--- src/mps_pkg.sv ---
// Package of constants and types for the MII pin and strap block
package mps_pkg;
    // Clock and timing
    localparam int CLK_MHZ = 100;
    localparam int NIBBLE_NS = 40;                               // 25 MHz nibble period
    localparam int NIBBLE_CYC = (NIBBLE_NS * CLK_MHZ) / 1000;    // Clock cycles per nibble
    localparam int HALF_CYC = NIBBLE_CYC / 2;
    localparam int STRAP_HOLD_NS = 100;                          // Strap settle time after reset release
    localparam int STRAP_HOLD_CYC = (STRAP_HOLD_NS * CLK_MHZ + 999) / 1000;

    // Register offsets on the plain port (byte addresses, one word each)
    localparam logic [7:0] REG_CTRL = 8'h00;
    localparam logic [7:0] REG_ADDR = 8'h04;
    localparam logic [7:0] REG_IRQ_STAT = 8'h08;
    localparam logic [7:0] REG_IRQ_EN = 8'h0c;
    localparam logic [7:0] REG_IRQ_CLR = 8'h10;
    localparam logic [7:0] REG_PHY_CTRL2 = 8'h14;
    localparam logic [7:0] REG_TX_COUNT = 8'h18;

    // Field positions
    localparam int CTRL_DUPLEX_BIT = 8;
    localparam int CTRL_ISOLATE_BIT = 10;
    localparam int CTRL2_IRQ_POL_BIT = 9;
    localparam int IRQ_RX_DONE_BIT = 0;
    localparam int IRQ_TX_DONE_BIT = 1;
    localparam int IRQ_RX_ERR_BIT = 2;
    localparam int IRQ_MDC_BIT = 3;
    localparam int IRQ_WIDTH = 4;

    // Reset values
    localparam logic [15:0] CTRL_RESET = 16'h0000;
    localparam logic [15:0] CTRL2_RESET = 16'h0000;
    localparam logic [IRQ_WIDTH-1:0] IRQ_EN_RESET = 4'h0;
    localparam logic [4:0] ADDR_DEFAULT = 5'h01;

    // Interface selector codes
    typedef enum logic [2:0] {
        MPS_IF_MII = 3'b000,
        MPS_IF_RMII = 3'b001,
        MPS_IF_SMII = 3'b010,
        MPS_IF_RSV3 = 3'b011,
        MPS_IF_MII_PRE = 3'b100,
        MPS_IF_RMII_B2B = 3'b101,
        MPS_IF_MII_B2B = 3'b110,
        MPS_IF_RSV7 = 3'b111
    } mps_iface_type;

    // Phases of the strap capture
    typedef enum logic [1:0] {
        MPS_ST_RESET = 2'b00,
        MPS_ST_SETTLE = 2'b01,
        MPS_ST_RUN = 2'b10
    } mps_phase_type;
endpackage : mps_pkg

--- src/mps_sync.sv ---
`timescale 1ns/1ns
// Two flip-flop synchroniser for a group of single-bit inputs
module mps_sync #(
    parameter int WIDTH = 1
) (
    // Clock and reset
    input wire logic clock,
    input wire logic rst,
    // Data
    input wire logic [WIDTH-1:0] din,
    output logic [WIDTH-1:0] dout
);
    logic [WIDTH-1:0] stage1;

    // First stage feeds only the second
    always_ff @(posedge clock or posedge rst) begin
        if (rst) begin
            stage1 <= '0;
            dout <= '0;
        end else begin
            stage1 <= din;
            dout <= stage1;
        end
    end
endmodule // mps_sync

--- src/mps_top.sv ---
// Chosen here: the register addresses and the address-and-strobe port.
`timescale 1ns/1ns
// MII pin side of the transceiver: strap capture, nibble clocks, data and interrupt
// Function
// - Receive data lines 3, 2 and 1 are captured at reset as management address bits 0, 1 and 2.
// - Receive data line 0 is captured at reset as the duplex bit 8 of the control register.
// - The receive data valid pin is captured at reset as the top bit of the interface selector.
// - The receive error pin is captured at reset to enable or disable isolate mode.
// - The interrupt output is active low by default and active high when bit 9 of the second control register is set.
// - An interrupt enable and pending register set drives the interrupt output.
// - Management data moves on the edges of the management clock supplied by the controller.
// - In MII mode the device drives both the receive clock and the transmit clock.
// - The device drives receive data, valid and error, and takes transmit enable and transmit data.
// - The three-bit selector picks MII, RMII, SMII, preamble restore or a back-to-back mode; 011 and 111 are reserved.
// - The captured isolate strap loads bit 10 of the control register and defaults to disabled.
// - Management address bits 4 and 3 read zero and the default address is 00001.
module mps_top
    import mps_pkg::*;
(
    // Clock and reset
    input wire logic clock,
    input wire logic rst,
    // Register port
    input wire logic [7:0] reg_addr,
    input wire logic [31:0] reg_wdata,
    input wire logic reg_write,
    input wire logic reg_read,
    output logic [31:0] reg_rdata,
    // Strap selector bits from the collision and carrier pins
    input wire logic [1:0] iface_select_low,
    // Receive pins, inputs during reset, driven once the straps are taken
    input wire logic [3:0] rxd_in,
    output logic [3:0] rxd_out,
    output logic [3:0] rxd_oe_n,
    input wire logic rx_dv_in,
    output logic rx_dv_out,
    output logic rx_dv_oe_n,
    input wire logic rx_er_in,
    output logic rx_er_out,
    output logic rx_er_oe_n,
    // Receive stream from the line side
    input wire logic [3:0] line_rx_data,
    input wire logic line_rx_valid,
    input wire logic line_rx_error,
    // Nibble clocks to the MAC and transmit pins from it
    output logic rx_clk,
    output logic tx_clk,
    input wire logic tx_en,
    input wire logic [3:0] txd,
    // Transmit stream toward the line side
    output logic [3:0] line_tx_data,
    output logic line_tx_valid,
    // Management pins
    input wire logic mdc,
    input wire logic mdio_in,
    output logic mdio_out,
    output logic mdio_oe_n,
    // Configuration seen by the rest of the device
    output logic [4:0] management_address,
    output logic [2:0] iface_mode,
    output logic isolate,
    output logic full_duplex_strap,
    // Interrupt
    output logic irq_out
);
    import mps_pkg::*;

    // Elaboration check: the divider toggles the nibble clock every half period,
    // so the period must be an even count of at least two cycles; a bad value
    // stops elaboration rather than giving a lopsided clock
    if (NIBBLE_CYC < 2 || (NIBBLE_CYC % 2) != 0) begin : g_bad_nibble
        $error("nibble period must be an even count of at least two cycles");
    end

    // Pin inputs through two flip-flops
    logic [3:0] rxd_s;
    logic rx_dv_s;
    logic rx_er_s;
    logic [1:0] sel_s;
    logic tx_en_s;
    logic [3:0] txd_s;
    logic mdc_s;
    logic mdio_s;

    mps_sync #(.WIDTH(15)) u_sync (
        .clock(clock),
        .rst(rst),
        .din({rxd_in, rx_dv_in, rx_er_in, iface_select_low, tx_en, txd, mdc, mdio_in}),
        .dout({rxd_s, rx_dv_s, rx_er_s, sel_s, tx_en_s, txd_s, mdc_s, mdio_s})
    );

    // Whole block state
    typedef struct packed {
        mps_phase_type phase;
        logic [7:0] settle;
        logic [7:0] div;
        logic nib_clk;
        logic [2:0] mgmt_addr_strap;
        logic [2:0] iface;
        logic [15:0] ctrl;
        logic [15:0] ctrl2;
        logic [IRQ_WIDTH-1:0] irq_stat;
        logic [IRQ_WIDTH-1:0] irq_en;
        logic [3:0] rxd;
        logic rx_dv;
        logic rx_er;
        logic [3:0] tx_data;
        logic tx_valid;
        logic tx_en_d;
        logic rx_dv_d;
        logic mdc_d;
        logic mdio_q;
        logic [15:0] tx_count;
        logic [31:0] rdata;
    } mps_state_type;

    mps_state_type state;
    mps_state_type next_state;

    // Decoded sticky events for this cycle
    logic [IRQ_WIDTH-1:0] events;
    logic nib_rise;
    logic pins_out;

    // Pack the strap address with bits 4 and 3 held low
    function automatic logic [4:0] full_addr(input logic [2:0] low);
        full_addr = {2'b00, low};
    endfunction

    assign nib_rise = (state.div == 8'(HALF_CYC - 1)) && !state.nib_clk;
    assign pins_out = (state.phase == MPS_ST_RUN);

    // Next-state logic
    always_comb begin
        next_state = state;
        events = '0;
        next_state.rdata = 32'h0000_0000;
        // Strap capture: sample pins only while reset influence lasts
        case (state.phase)
            MPS_ST_RESET: begin
                next_state.phase = MPS_ST_SETTLE;
                next_state.settle = '0;
            end
            MPS_ST_SETTLE: begin
                next_state.settle = state.settle + 8'h01;
                if (state.settle == 8'(STRAP_HOLD_CYC)) begin
                    next_state.phase = MPS_ST_RUN;
                    next_state.mgmt_addr_strap = {rxd_s[1], rxd_s[2], rxd_s[3]};
                    next_state.ctrl[CTRL_DUPLEX_BIT] = rxd_s[0];
                    next_state.iface = {rx_dv_s, sel_s};
                    next_state.ctrl[CTRL_ISOLATE_BIT] = rx_er_s;
                end
            end
            MPS_ST_RUN: begin
                next_state.phase = MPS_ST_RUN;
            end
            default: begin
                next_state.phase = MPS_ST_RESET;
            end
        endcase

        // Nibble clock divider from the system clock
        if (state.div == 8'(HALF_CYC - 1)) begin
            next_state.div = '0;
            next_state.nib_clk = !state.nib_clk;
        end else begin
            next_state.div = state.div + 8'h01;
        end

        // Receive and transmit nibble transfer on the rising nibble edge
        if (nib_rise && pins_out) begin
            next_state.rxd = line_rx_data;
            next_state.rx_dv = line_rx_valid;
            next_state.rx_er = line_rx_error;
            next_state.tx_data = txd_s;
            next_state.tx_valid = tx_en_s && !state.ctrl[CTRL_ISOLATE_BIT];
            next_state.tx_en_d = tx_en_s;
            next_state.rx_dv_d = line_rx_valid;
            if (tx_en_s && !state.tx_en_d) begin
                next_state.tx_count = state.tx_count + 16'h0001;
            end
            if (!tx_en_s && state.tx_en_d) begin
                events[IRQ_TX_DONE_BIT] = 1'b1;
            end
            if (!line_rx_valid && state.rx_dv_d) begin
                events[IRQ_RX_DONE_BIT] = 1'b1;
            end
            if (line_rx_error) begin
                events[IRQ_RX_ERR_BIT] = 1'b1;
            end
        end

        // Management clock edges; data captured on the rising edge
        next_state.mdc_d = mdc_s;
        if (mdc_s && !state.mdc_d) begin
            next_state.mdio_q = mdio_s;
            events[IRQ_MDC_BIT] = 1'b1;
        end

        // Register writes
        if (reg_write) begin
            case (reg_addr)
                REG_CTRL: next_state.ctrl = reg_wdata[15:0];
                REG_IRQ_EN: next_state.irq_en = reg_wdata[IRQ_WIDTH-1:0];
                REG_IRQ_CLR: next_state.irq_stat = state.irq_stat & ~reg_wdata[IRQ_WIDTH-1:0];
                REG_PHY_CTRL2: next_state.ctrl2 = reg_wdata[15:0];
                default: ;
            endcase
        end
        // Set wins over a clear in the same cycle
        next_state.irq_stat = next_state.irq_stat | events;

        // Register reads, answered one cycle later
        if (reg_read) begin
            case (reg_addr)
                REG_CTRL: next_state.rdata = {16'h0000, state.ctrl};
                REG_ADDR: next_state.rdata = {27'h0, full_addr(state.mgmt_addr_strap)};
                REG_IRQ_STAT: next_state.rdata = {28'h0, state.irq_stat};
                REG_IRQ_EN: next_state.rdata = {28'h0, state.irq_en};
                REG_PHY_CTRL2: next_state.rdata = {16'h0000, state.ctrl2};
                REG_TX_COUNT: next_state.rdata = {16'h0000, state.tx_count};
                default: next_state.rdata = 32'h0000_0000;
            endcase
        end
    end

    // State register
    always_ff @(posedge clock or posedge rst) begin
        if (rst) begin
            state.phase <= MPS_ST_RESET;
            state.settle <= '0;
            state.div <= '0;
            state.nib_clk <= 1'b0;
            state.mgmt_addr_strap <= ADDR_DEFAULT[2:0];
            state.iface <= MPS_IF_MII;
            state.ctrl <= CTRL_RESET;
            state.ctrl2 <= CTRL2_RESET;
            state.irq_stat <= '0;
            state.irq_en <= IRQ_EN_RESET;
            state.rxd <= '0;
            state.rx_dv <= 1'b0;
            state.rx_er <= 1'b0;
            state.tx_data <= '0;
            state.tx_valid <= 1'b0;
            state.tx_en_d <= 1'b0;
            state.rx_dv_d <= 1'b0;
            state.mdc_d <= 1'b0;
            state.mdio_q <= 1'b0;
            state.tx_count <= '0;
            state.rdata <= '0;
        end else begin
            state <= next_state;
        end
    end

    // Pin drive: receive pins stay inputs until straps are taken
    assign rxd_oe_n = pins_out ? 4'h0 : 4'hf;
    assign rx_dv_oe_n = !pins_out;
    assign rx_er_oe_n = !pins_out;
    assign rxd_out = state.rxd;
    assign rx_dv_out = state.rx_dv;
    assign rx_er_out = state.rx_er;
    assign rx_clk = state.nib_clk;
    assign tx_clk = state.nib_clk;
    assign line_tx_data = state.tx_data;
    assign line_tx_valid = state.tx_valid;

    // Management data is read-only here; the frame engine lives elsewhere
    assign mdio_out = state.mdio_q;
    assign mdio_oe_n = 1'b1;

    // Configuration outputs
    assign management_address = full_addr(state.mgmt_addr_strap);
    assign iface_mode = state.iface;
    assign isolate = state.ctrl[CTRL_ISOLATE_BIT];
    assign full_duplex_strap = state.ctrl[CTRL_DUPLEX_BIT];
    assign reg_rdata = state.rdata;

    // Interrupt level with programmable polarity
    assign irq_out = (|(state.irq_stat & state.irq_en)) ^ !state.ctrl2[CTRL2_IRQ_POL_BIT];
endmodule // mps_top

--- config.mk ---
export PLATFORM = sky130hd
export DESIGN_NAME = mps_top
export DESIGN_NICKNAME = d
export VERILOG_FILES = /design/src/mps_pkg.sv /design/src/mps_sync.sv /design/src/mps_top.sv
export SDC_FILE = /design/constraint.sdc
export NUM_CORES = 1
export LEC_CHECK = 0
export BUFFER_PORTS_ARGS = -buffer_cell sky130_fd_sc_hd__buf_2
export CAP_MARGIN = 5
export CORE_MARGIN = 2
export CORE_UTILIZATION = 40
export DETAILED_ROUTE_END_ITERATION = 6
export PLACE_DENSITY = 0.63
export SLEW_MARGIN = 20
export SYNTH_ARGS = -nofsm -noshare
export SYNTH_HDL_FRONTEND = slang
export SYNTH_HIERARCHICAL = 1
export SYNTH_SLANG_ARGS = --single-unit
--- constraint.sdc ---
create_clock -name clock -period 3.71 [get_ports clock]
set_input_delay 0.9275 -clock clock [delete_from_list [all_inputs] [get_ports clock]]
set_output_delay 0.9275 -clock clock [all_outputs]
set_load 0.05 [all_outputs]
# After elaboration in Yosys (flattened, before gate mapping)
# Cells that the tools add are included.
# op_classes
add_sub_neg,3
mul,0
n_div,0
magnitude_cmp,0
n_eq_ne,11
shifts,0
n_mux,21
n_bitwise,5
reduce_logical,24
# op_table
op,count
$pmux 16 s6,1
$mux 35,1
$mux 16,2
$eq 8x4->1 const B,3
$eq 8x5->1 const B,3
$add 16x1->16 const B,1
$add 8x1->8 const B,2
$pmux 8 s2,1
$mux 4,3
$mux 11,1
$reduce_and 2->1,5
$and 4x4->4,2
$eq 8x1->1 const B,1
$eq 8x3->1 const B,1
$logic_not 1->1,8
$logic_not 8->1,1
$mux 1,8
$mux 8,1
$logic_and 1x1->1,7
$pmux 2 s3,1
$not 4->4,1
$or 4x4->4,1
$reduce_or 4->1,1
$mux 3,1
7 further kinds,7
# word_totals
ff_bits,157
latchBits,0
mem_bits_rw,0
romBits,0
inputBits,65
elab_cells,87
memories,0

# Logic depth before layout (Yosys ltp)
# Gate-level depths: netlist of the first run.
# depth
ltp_word,6
mapped_depth,8
mapped_depth_nobuf,6

# Cells and area by module
# Netlist of the first run, hierarchy kept.
# modules_own_cells
mod,n_inst,cells_per_inst,area_each_um2
mps_top,1,473,5338.9
mps_sync,1,31,754.5

# Least setup slack after synthesis of the first run
# OpenSTA, ideal clock, no wires.
# synth_path
path_type,register to output
from,register state[70] in the netlist's numbering
to,output port irq_out
t_arrival_ps,1620
required_ps,2783
slack_ps,1162
stages_incl_launch_ff,4
path_buffers,0
cell_sequence,dfrtp_1 -> a22o_1 -> a221oi_1 -> xor2_1
# synth_via
elab_chain_cells,3
# synth_lines
element,line,source
start: declaration,mps_top.sv:117,mps_state_type state;
start signal: assignment,mps_top.sv:252,state <= next_state;
$and 4x4->4,mps_top.sv:280,assign irq_out = (|(state.irq_stat & state.irq_en)) ^ !state.ctrl2[CTRL2_IRQ_POL_BIT];
$reduce_or 4->1,mps_top.sv:280,
$xor 1x1->1,mps_top.sv:280,
end: declaration,mps_top.sv:64,output logic irq_out
# Every way passes these cells.

# Final worst setup path of the first run
# Ends and elaborated chain as after synthesis.

==> impl_metrics.csv, run 1 <==
group,metric,value,unit
power_and_ir_drop,p_switching,887.4,uW
hold_path,hp-class,"register to register",
synth,syn-cell-area,6093,um^2
timing,slew_headroom,53.73,%
global_route,grt_max_degree,47,
power_and_ir_drop,pwr-share-comb,8.0,%
drt,dr.pass1.iters,4,
clock_tree,cts_tree,"yes",
drt,met2_length,5.667,mm
clock_tree,hold_buffers,0,
clock_tree,ctsRootBufferMaster,"clkbuf_16",
drt,routedLengthMet1,5.340,mm
critical_path,cp.required,2.78,ns
drt,wire_per_inst,15.55,um
final_layout,stdcell_area,7099,um^2
clock_tree,numCtsBuffers,17,
floorplan,die-area,16240,um^2
critical_path,cp_max_fo,3,
floorplan,die_w,127.4,um
critical_path,worstSetupStartpointType,"register",
floorplan,core_area,15030,um^2
final_layout,fillCellCount,1368,
synth,yosysSeqAreaShare,57.93,%
synth,yosysWarningCount,6,
power_and_ir_drop,clkPwrFrac,47.7,%
run_status,outcome,"finished, final reports clean",
synth,synth_seq_cells,141,
critical_path,critPathKind,"register to primary output",
power_and_ir_drop,p_int,2848,uW
place,place_area,6447,um^2
timing,timing.final.crit_share,79.48,%
synth,syn-mean-instance-area,12.09,um^2
critical_path,cpPeakStageDelay,0.44,ns
drt,drc_errors,0,
synth,synth_cell_type_count,48,
timing,fin_skew,0.01342,ns
timing,setup_viol_count_final,0,
hold_path,min_from,"u_sync/stage1[13]",
clock_tree,cts_buffer_depth,2,
clock_tree,ctsResizeCount,0,
power_and_ir_drop,static-leakage-power,0.003443,uW
place,place_congestion,0.8628,
synth,syn_inst,504,
critical_path,cp_num_buf_inv,1,
final_layout,area_growth,16.51,%
global_route,grt_pass1_wl,19.91,mm
synth,ys.flop_type,"dfrtp_1",
power_and_ir_drop,seq_power_share,44.3,%
global_route,antenna_found_initial,0,
critical_path,critPathCaptureType,"primary output",
timing,setup_tns,0,ns
global_route,grt_pass1_vias,3943,
timing,max_freq,339.2,MHz
final_layout,nets,642,
floorplan,start_util,40.53,%
drt,vias_per_cell,5.038,
drt,routed-wl-met3,712,um
clock_tree,postCtsSetupRepairBufs,0,
place,hpwl,8.582,mm
critical_path,arrival,2.02,ns
synth,synth_edf_count,0,
floorplan,ios,129,
place,dp.cells,737,
drt,dr_total_vias,3879,
critical_path,crit_family,"compound AO/OA/AOI/OAI gates",
timing,fin_crit,2.949,ns
drt,top_layer_used,"met4",
power_and_ir_drop,power.density,526.1,nW/um^2
global_route,grt_use_total,15.75,%
power_and_ir_drop,vdd_drop_max,0.3280,mV
critical_path,crit_path_start,"state[70]",
clock_tree,ctsHtreeMaxLevel,4,
drt,wirelength,11.97,mm
global_route,gr-total-overflow,0,
timing,final_hold_viol_count,0,
timing,holdWs,0.3473,ns
clock_tree,clock-sinks,141,
drt,initialDrtViolationCount,250,
critical_path,timing.rr.start,"state[111]",
synth,async_flop_share,100.0,%
power_and_ir_drop,sw_frac_of_total,23.76,%
final_layout,final_cell_count_no_fill,770,
clock_tree,clkSlewWorstSetupHoldPaths,0.06,ns
floorplan,rows,45,
critical_path,path_cells,"a22o_1 -> a221oi_1 -> xor2_1 -> buf_2",
final_layout,drive_above_1_share,32.65,%
final_layout,n_antenna_cell,0,
critical_path,slowest_stage,"a221oi_1",
run,maxCapViolCount,0,
place,dp_slack,0.9883,ns
clock_tree,clk_latency,0.42,ns
timing,slew_violations,0,
timing,rsz0062_at_grt,"no",
floorplan,die-height,127.4,um
timing,fin_ws,0.7615,ns
timing,worstMarginPinSlew,0.6921,ns
place,port_buffers,93,
drt,postRouteAntennaNets,0,
[cells in the final DEF (no fill, tap or decap), types with 3 or more instances in the layout]
cell,instances
bufinv_16,4
o21ai_0,7
a21oi_1,6
xnor2_1,20
mux2_2,47
ha_1,8
nand4_1,8
conb_1,19
buf_2,93
nor2_1,29
a32o_1,3
buf_12,3
nor2b_1,4
inv_1,10
clkinvlp_4,3
and3_1,10
a31oi_1,3
mux2i_1,9
a22o_1,5
dfrtp_1,140
nand3_1,16
clkinv_4,3
a222oi_1,12
clkbuf_16,17
buf_4,3
nand2b_1,3
and2_1,4
nand2_1,51
nor3_1,4
xor2_1,6
[path summary, 6_finish.rpt]
check / slack (ns) / depth (start not counted) / endpoint
worst max-delay path: 0.76 / 4 / irq_out
worst max register to register: 1.58 / 6 / state[45]
max in group asynchronous: 2.58 / 3 / management_address[0]
worst min-delay path: 0.35 / 0 / u_sync/dout[13]
worst min register to register: 0.35 / 0 / u_sync/dout[13]
min in group asynchronous: 0.56 / 2 / iface_mode[2]
[worst reg2reg max path, stage by stage, from the launching register on]
cell and delay, ns:
dfrtp_1 0.41, inv_1 0.07, ha_1 0.15, or3b_2 0.49
nor4_4 0.54, nand4_1 0.19, xnor2_1 0.16
[routing by layer]
layer  track usage, %  vias up
li1                 -     1804
met1            20.07     1924
met2            24.72      125
met3            5.151       26
met4            6.787        0
met5                0        -
[power by group through the flow]
stage	registers [uW]	logic [uW]	clock network, uW
2_1_floorplan	1690	223	0
3_3_place_gp	1680	292	0
3_5_place_dp	1680	299	0
4_1_cts	1650	300	1820
5_1_grt	1660	327	1900
6_report	1650	297	1780
[synth_stat cells (4+ instances only)]
master / n / area (um^2)
a21oi_1: 6 / 30.03
a222oi_1: 12 / 120.1
a22o_1: 5 / 43.79
and2_1: 4 / 25.02
and3_1: 10 / 62.56
buf_4: 56 / 420.4
clkbuf_1: 11 / 41.29
dfrtp_1: 140 / 3503
ha_1: 8 / 100.1
inv_1: 11 / 41.29
mux2_2: 47 / 529.3
mux2i_1: 9 / 90.09
nand2_1: 51 / 191.4
nand3_1: 16 / 80.08
nand4_1: 8 / 50.05
nor2_1: 29 / 108.9
nor2b_1: 4 / 25.02
nor3_1: 4 / 20.02
o21ai_0: 7 / 35.03
xnor2_1: 20 / 175.2
xor2_1: 6 / 52.55
[per-stage QoR]
step	util [%]	total power, uW
CTS	47.09	3777
floorplan	-	1910
global route	47.22	3886
detailed placement	42.89	1981
finish	47.22	3735
global placement	42.89	1971
[state kept, by name, summed over array words and instances (netlist names), 3 cells and up]
register and cells:
state 75, reg_rdata 16, u_sync/dout 15, u_sync/stage1 15
line_tx_data 4, rxd_out 4, iface_mode 3, management_address 3
[cell families (layout without fill, tap and decap cells)]
logic type / after synthesis / count (layout) / share of synthesized area [%]
and+or+nand+nor: 147 / 147 / 12.38
DFF: 141 / 141 / 57.93
buffers and inverters: 81 / 142 / 8.501
muxes: 56 / 56 / 10.16
AOI/OAI and AO/OA: 43 / 43 / 5.524
xor gates and xnor gates: 26 / 26 / 3.737
adders and majority gates: 8 / 8 / 1.643
other: 2 / 19 / 0.1232
[layout make-up]
class / instances / area (um^2) / share of cell area [%]
Clock buffer: 19 / 442.9 / 6.239
Clock inverter: 13 / 188.9 / 2.661
Inverter: 11 / 45.04 / 0.6345
Multi-Input combinational cell: 299 / 2110 / 29.71
Sequential cell: 141 / 3530 / 49.72
Tap cell: 188 / 235.2 / 3.313
Timing Repair Buffer: 99 / 548.0 / 7.719
Power figures use the tool's default switching activity.
==> inputs of run 2 (changes only) <==
==> constraint.sdc (replaced) <==
create_clock -name clock -period 2.45 [get_ports clock]
set_input_delay 0.6125 -clock clock [delete_from_list [all_inputs] [get_ports clock]]
set_output_delay 0.6125 -clock clock [all_outputs]
set_load 0.05 [all_outputs]
==> impl_metrics.csv, run 2 (synthesized netlist as in run 1, its figures left out) <==
group,metric,value,unit
critical_path,critPathCaptureType,"primary output",
place,port_buffers,93,
timing,slew_violations,0,
run_status,outcome,"finished, final reports clean",
global_route,gr-total-overflow,0,
run,maxCapViolCount,0,
drt,postRouteAntennaNets,0,
clock_tree,numCtsBuffers,17,
final_layout,n_antenna_cell,0,
power_and_ir_drop,clkPwrFrac,47.2,%
final_layout,regMostFlops,"state",
timing,fin_skew,0.009851,ns
final_layout,final_common_cell,"dfrtp_1",
critical_path,slowest_stage,"dfrtp_1",
critical_path,path_cells,"a22o_1 -> a221oi_2 -> buf_4 -> xor2_1 -> buf_4",
clock_tree,ctsHtreeMaxLevel,4,
drt,dr.pass1.iters,6,
critical_path,crit_path_start,"state[66]",
critical_path,cp.required,1.84,ns
critical_path,cp_num_buf_inv,2,
floorplan,ios,129,
floorplan,core_area,15030,um^2
clock_tree,clk_latency,0.42,ns
timing,setup_viol_count_final,0,
power_and_ir_drop,total_power,5608,uW
global_route,grt_pass1_vias,3934,
clock_tree,cts_tree,"yes",
final_layout,area_growth,16.63,%
power_and_ir_drop,static-leakage-power,0.003451,uW
place,place_congestion,0.8682,
timing,max_freq,421.1,MHz
hold_path,hp-class,"primary input to async pin",
critical_path,cp_max_fo,3,
timing,rsz0062_at_grt,"yes",
timing,fin_crit,2.375,ns
clock_tree,clkSlewWorstSetupHoldPaths,0.06,ns
clock_tree,cts_buffer_depth,2,
power_and_ir_drop,seq_power_share,44.7,%
final_layout,nets,647,
final_layout,drive_above_1_share,33.39,%
critical_path,arrival,1.76,ns
drt,wire_per_inst,15.53,um
critical_path,cpPeakStageDelay,0.39,ns
power_and_ir_drop,vdd_drop_max,0.4598,mV
power_and_ir_drop,p_int,4241,uW
power_and_ir_drop,p_switching,1366,uW
place,hpwl,8.441,mm
critical_path,worstSetupStartpointType,"register",
critical_path,timing.rr.start,"state[111]",
final_layout,largest_reg_flops,75,
final_layout,final_cell_mix,"140 x dfrtp_1, 92 x buf_2, 51 x nand2_1, 47 x mux2_2, 29 x nor2_1",
drt,vias_per_cell,5.019,
global_route,grt_pass1_wl,19.59,mm
drt,drc_errors,0,
critical_path,crit_family,"compound AO/OA/AOI/OAI gates",
timing,holdWs,0.2896,ns
timing,timing.final.crit_share,96.93,%
floorplan,die-area,16240,um^2
clock_tree,ctsRootBufferMaster,"clkbuf_16",
critical_path,r2r_end,"state[47]",
global_route,grt_max_degree,112,
critical_path,ff2ff_path_depth,6,
timing,final_hold_viol_count,0,
power_and_ir_drop,sw_frac_of_total,24.37,%
floorplan,rows,45,
power_and_ir_drop,pwr-share-comb,8.1,%
floorplan,start_util,40.53,%
clock_tree,clock-sinks,141,
drt,dr_total_vias,3890,
floorplan,die-height,127.4,um
timing,worstMarginPinSlew,0.6214,ns
power_and_ir_drop,power.density,789.0,nW/um^2
timing,slew_headroom,58.57,%
critical_path,r2r_slack,0.33,ns
drt,initialDrtViolationCount,274,
critical_path,critPathKind,"register to primary output",
drt,wirelength,12.04,mm
global_route,grt_use_total,15.68,%
global_route,antenna_found_initial,0,
floorplan,die_w,127.4,um
critical_path,crit_path_frequent_cell,"buf_4",
==> run 2: worst max path at each step <==
stage / endpoint / slack (ns) / depth (start not counted)
6_report: irq_out / 0.08 / 5
5_1_grt: irq_out / -0.007 / 5
4_1_cts: irq_out / 0.02 / 5
3_5_place_dp: state[64] / 0.29 / 5
3_3_place_gp: state[100] / 0.31 / 5
2_1_floorplan: irq_out / 0.22 / 3
==> run 2: through the flow <==
step	TNS, ns	util (%)	instances	cell area [um^2]	setup slack, ns
final	0	47.27	775	7107	0.07513
after global routing	-0.006677	47.27	775	7107	-0.006677
after CTS	0	47.27	775	7107	0.02405
after detailed placement	0	43.10	743	6480	0.2871
after global placement	0	43.10	743	6480	0.3066
after floorplan	0	-	521	6161	0.2171
==> run 2: layer usage <==
metal,GRT usage [%],wire length [um],vias to the layer above
li1,-,-,1807
met1,19.74,5206,1920
met2,24.88,5822,146
met3,5.276,821,17
met4,6.529,189,0
met5,0,0,-
==> run 2: worst register-to-register path, cell delays in order, from the launching register on <==
cell,delay [ns]
dfrtp_1,0.40
inv_1,0.06
ha_1,0.15
or3b_2,0.49
nor4_4,0.54
nand4_1,0.19
xnor2_1,0.16
==> run 2: timing repair <==
| action | in CTS | in global routing |
|---|---|---|
| hold buffers | 0 | 0 |
| pin swaps | 0 | 1 |
| endpoints found under the setup margin | 1 | 1 |
| buffers inserted | 0 | 0 |
| gates resized for setup | 2 | 0 |
| gates cloned | 0 | 0 |
==> run 2: cell type report <==
cell class / count / area (um^2)
multi-input combinational: 299 / 2116
inverter: 11 / 45.04
fill: 1342 / 7926
timing repair buffer: 104 / 563.0
clock buffer: 20 / 456.7
tap: 188 / 235.2
clock inverter: 12 / 161.4
sequential: 141 / 3530
==> run 2: power groups by stage <==
stage | registers [uW] | logic (uW) | clock network (uW)
2_1_floorplan | 2550 | 338 | 0
3_3_place_gp | 2540 | 443 | 0
3_5_place_dp | 2550 | 455 | 0
4_1_cts | 2510 | 459 | 2710
5_1_grt | 2520 | 492 | 2820
6_report | 2510 | 452 | 2650
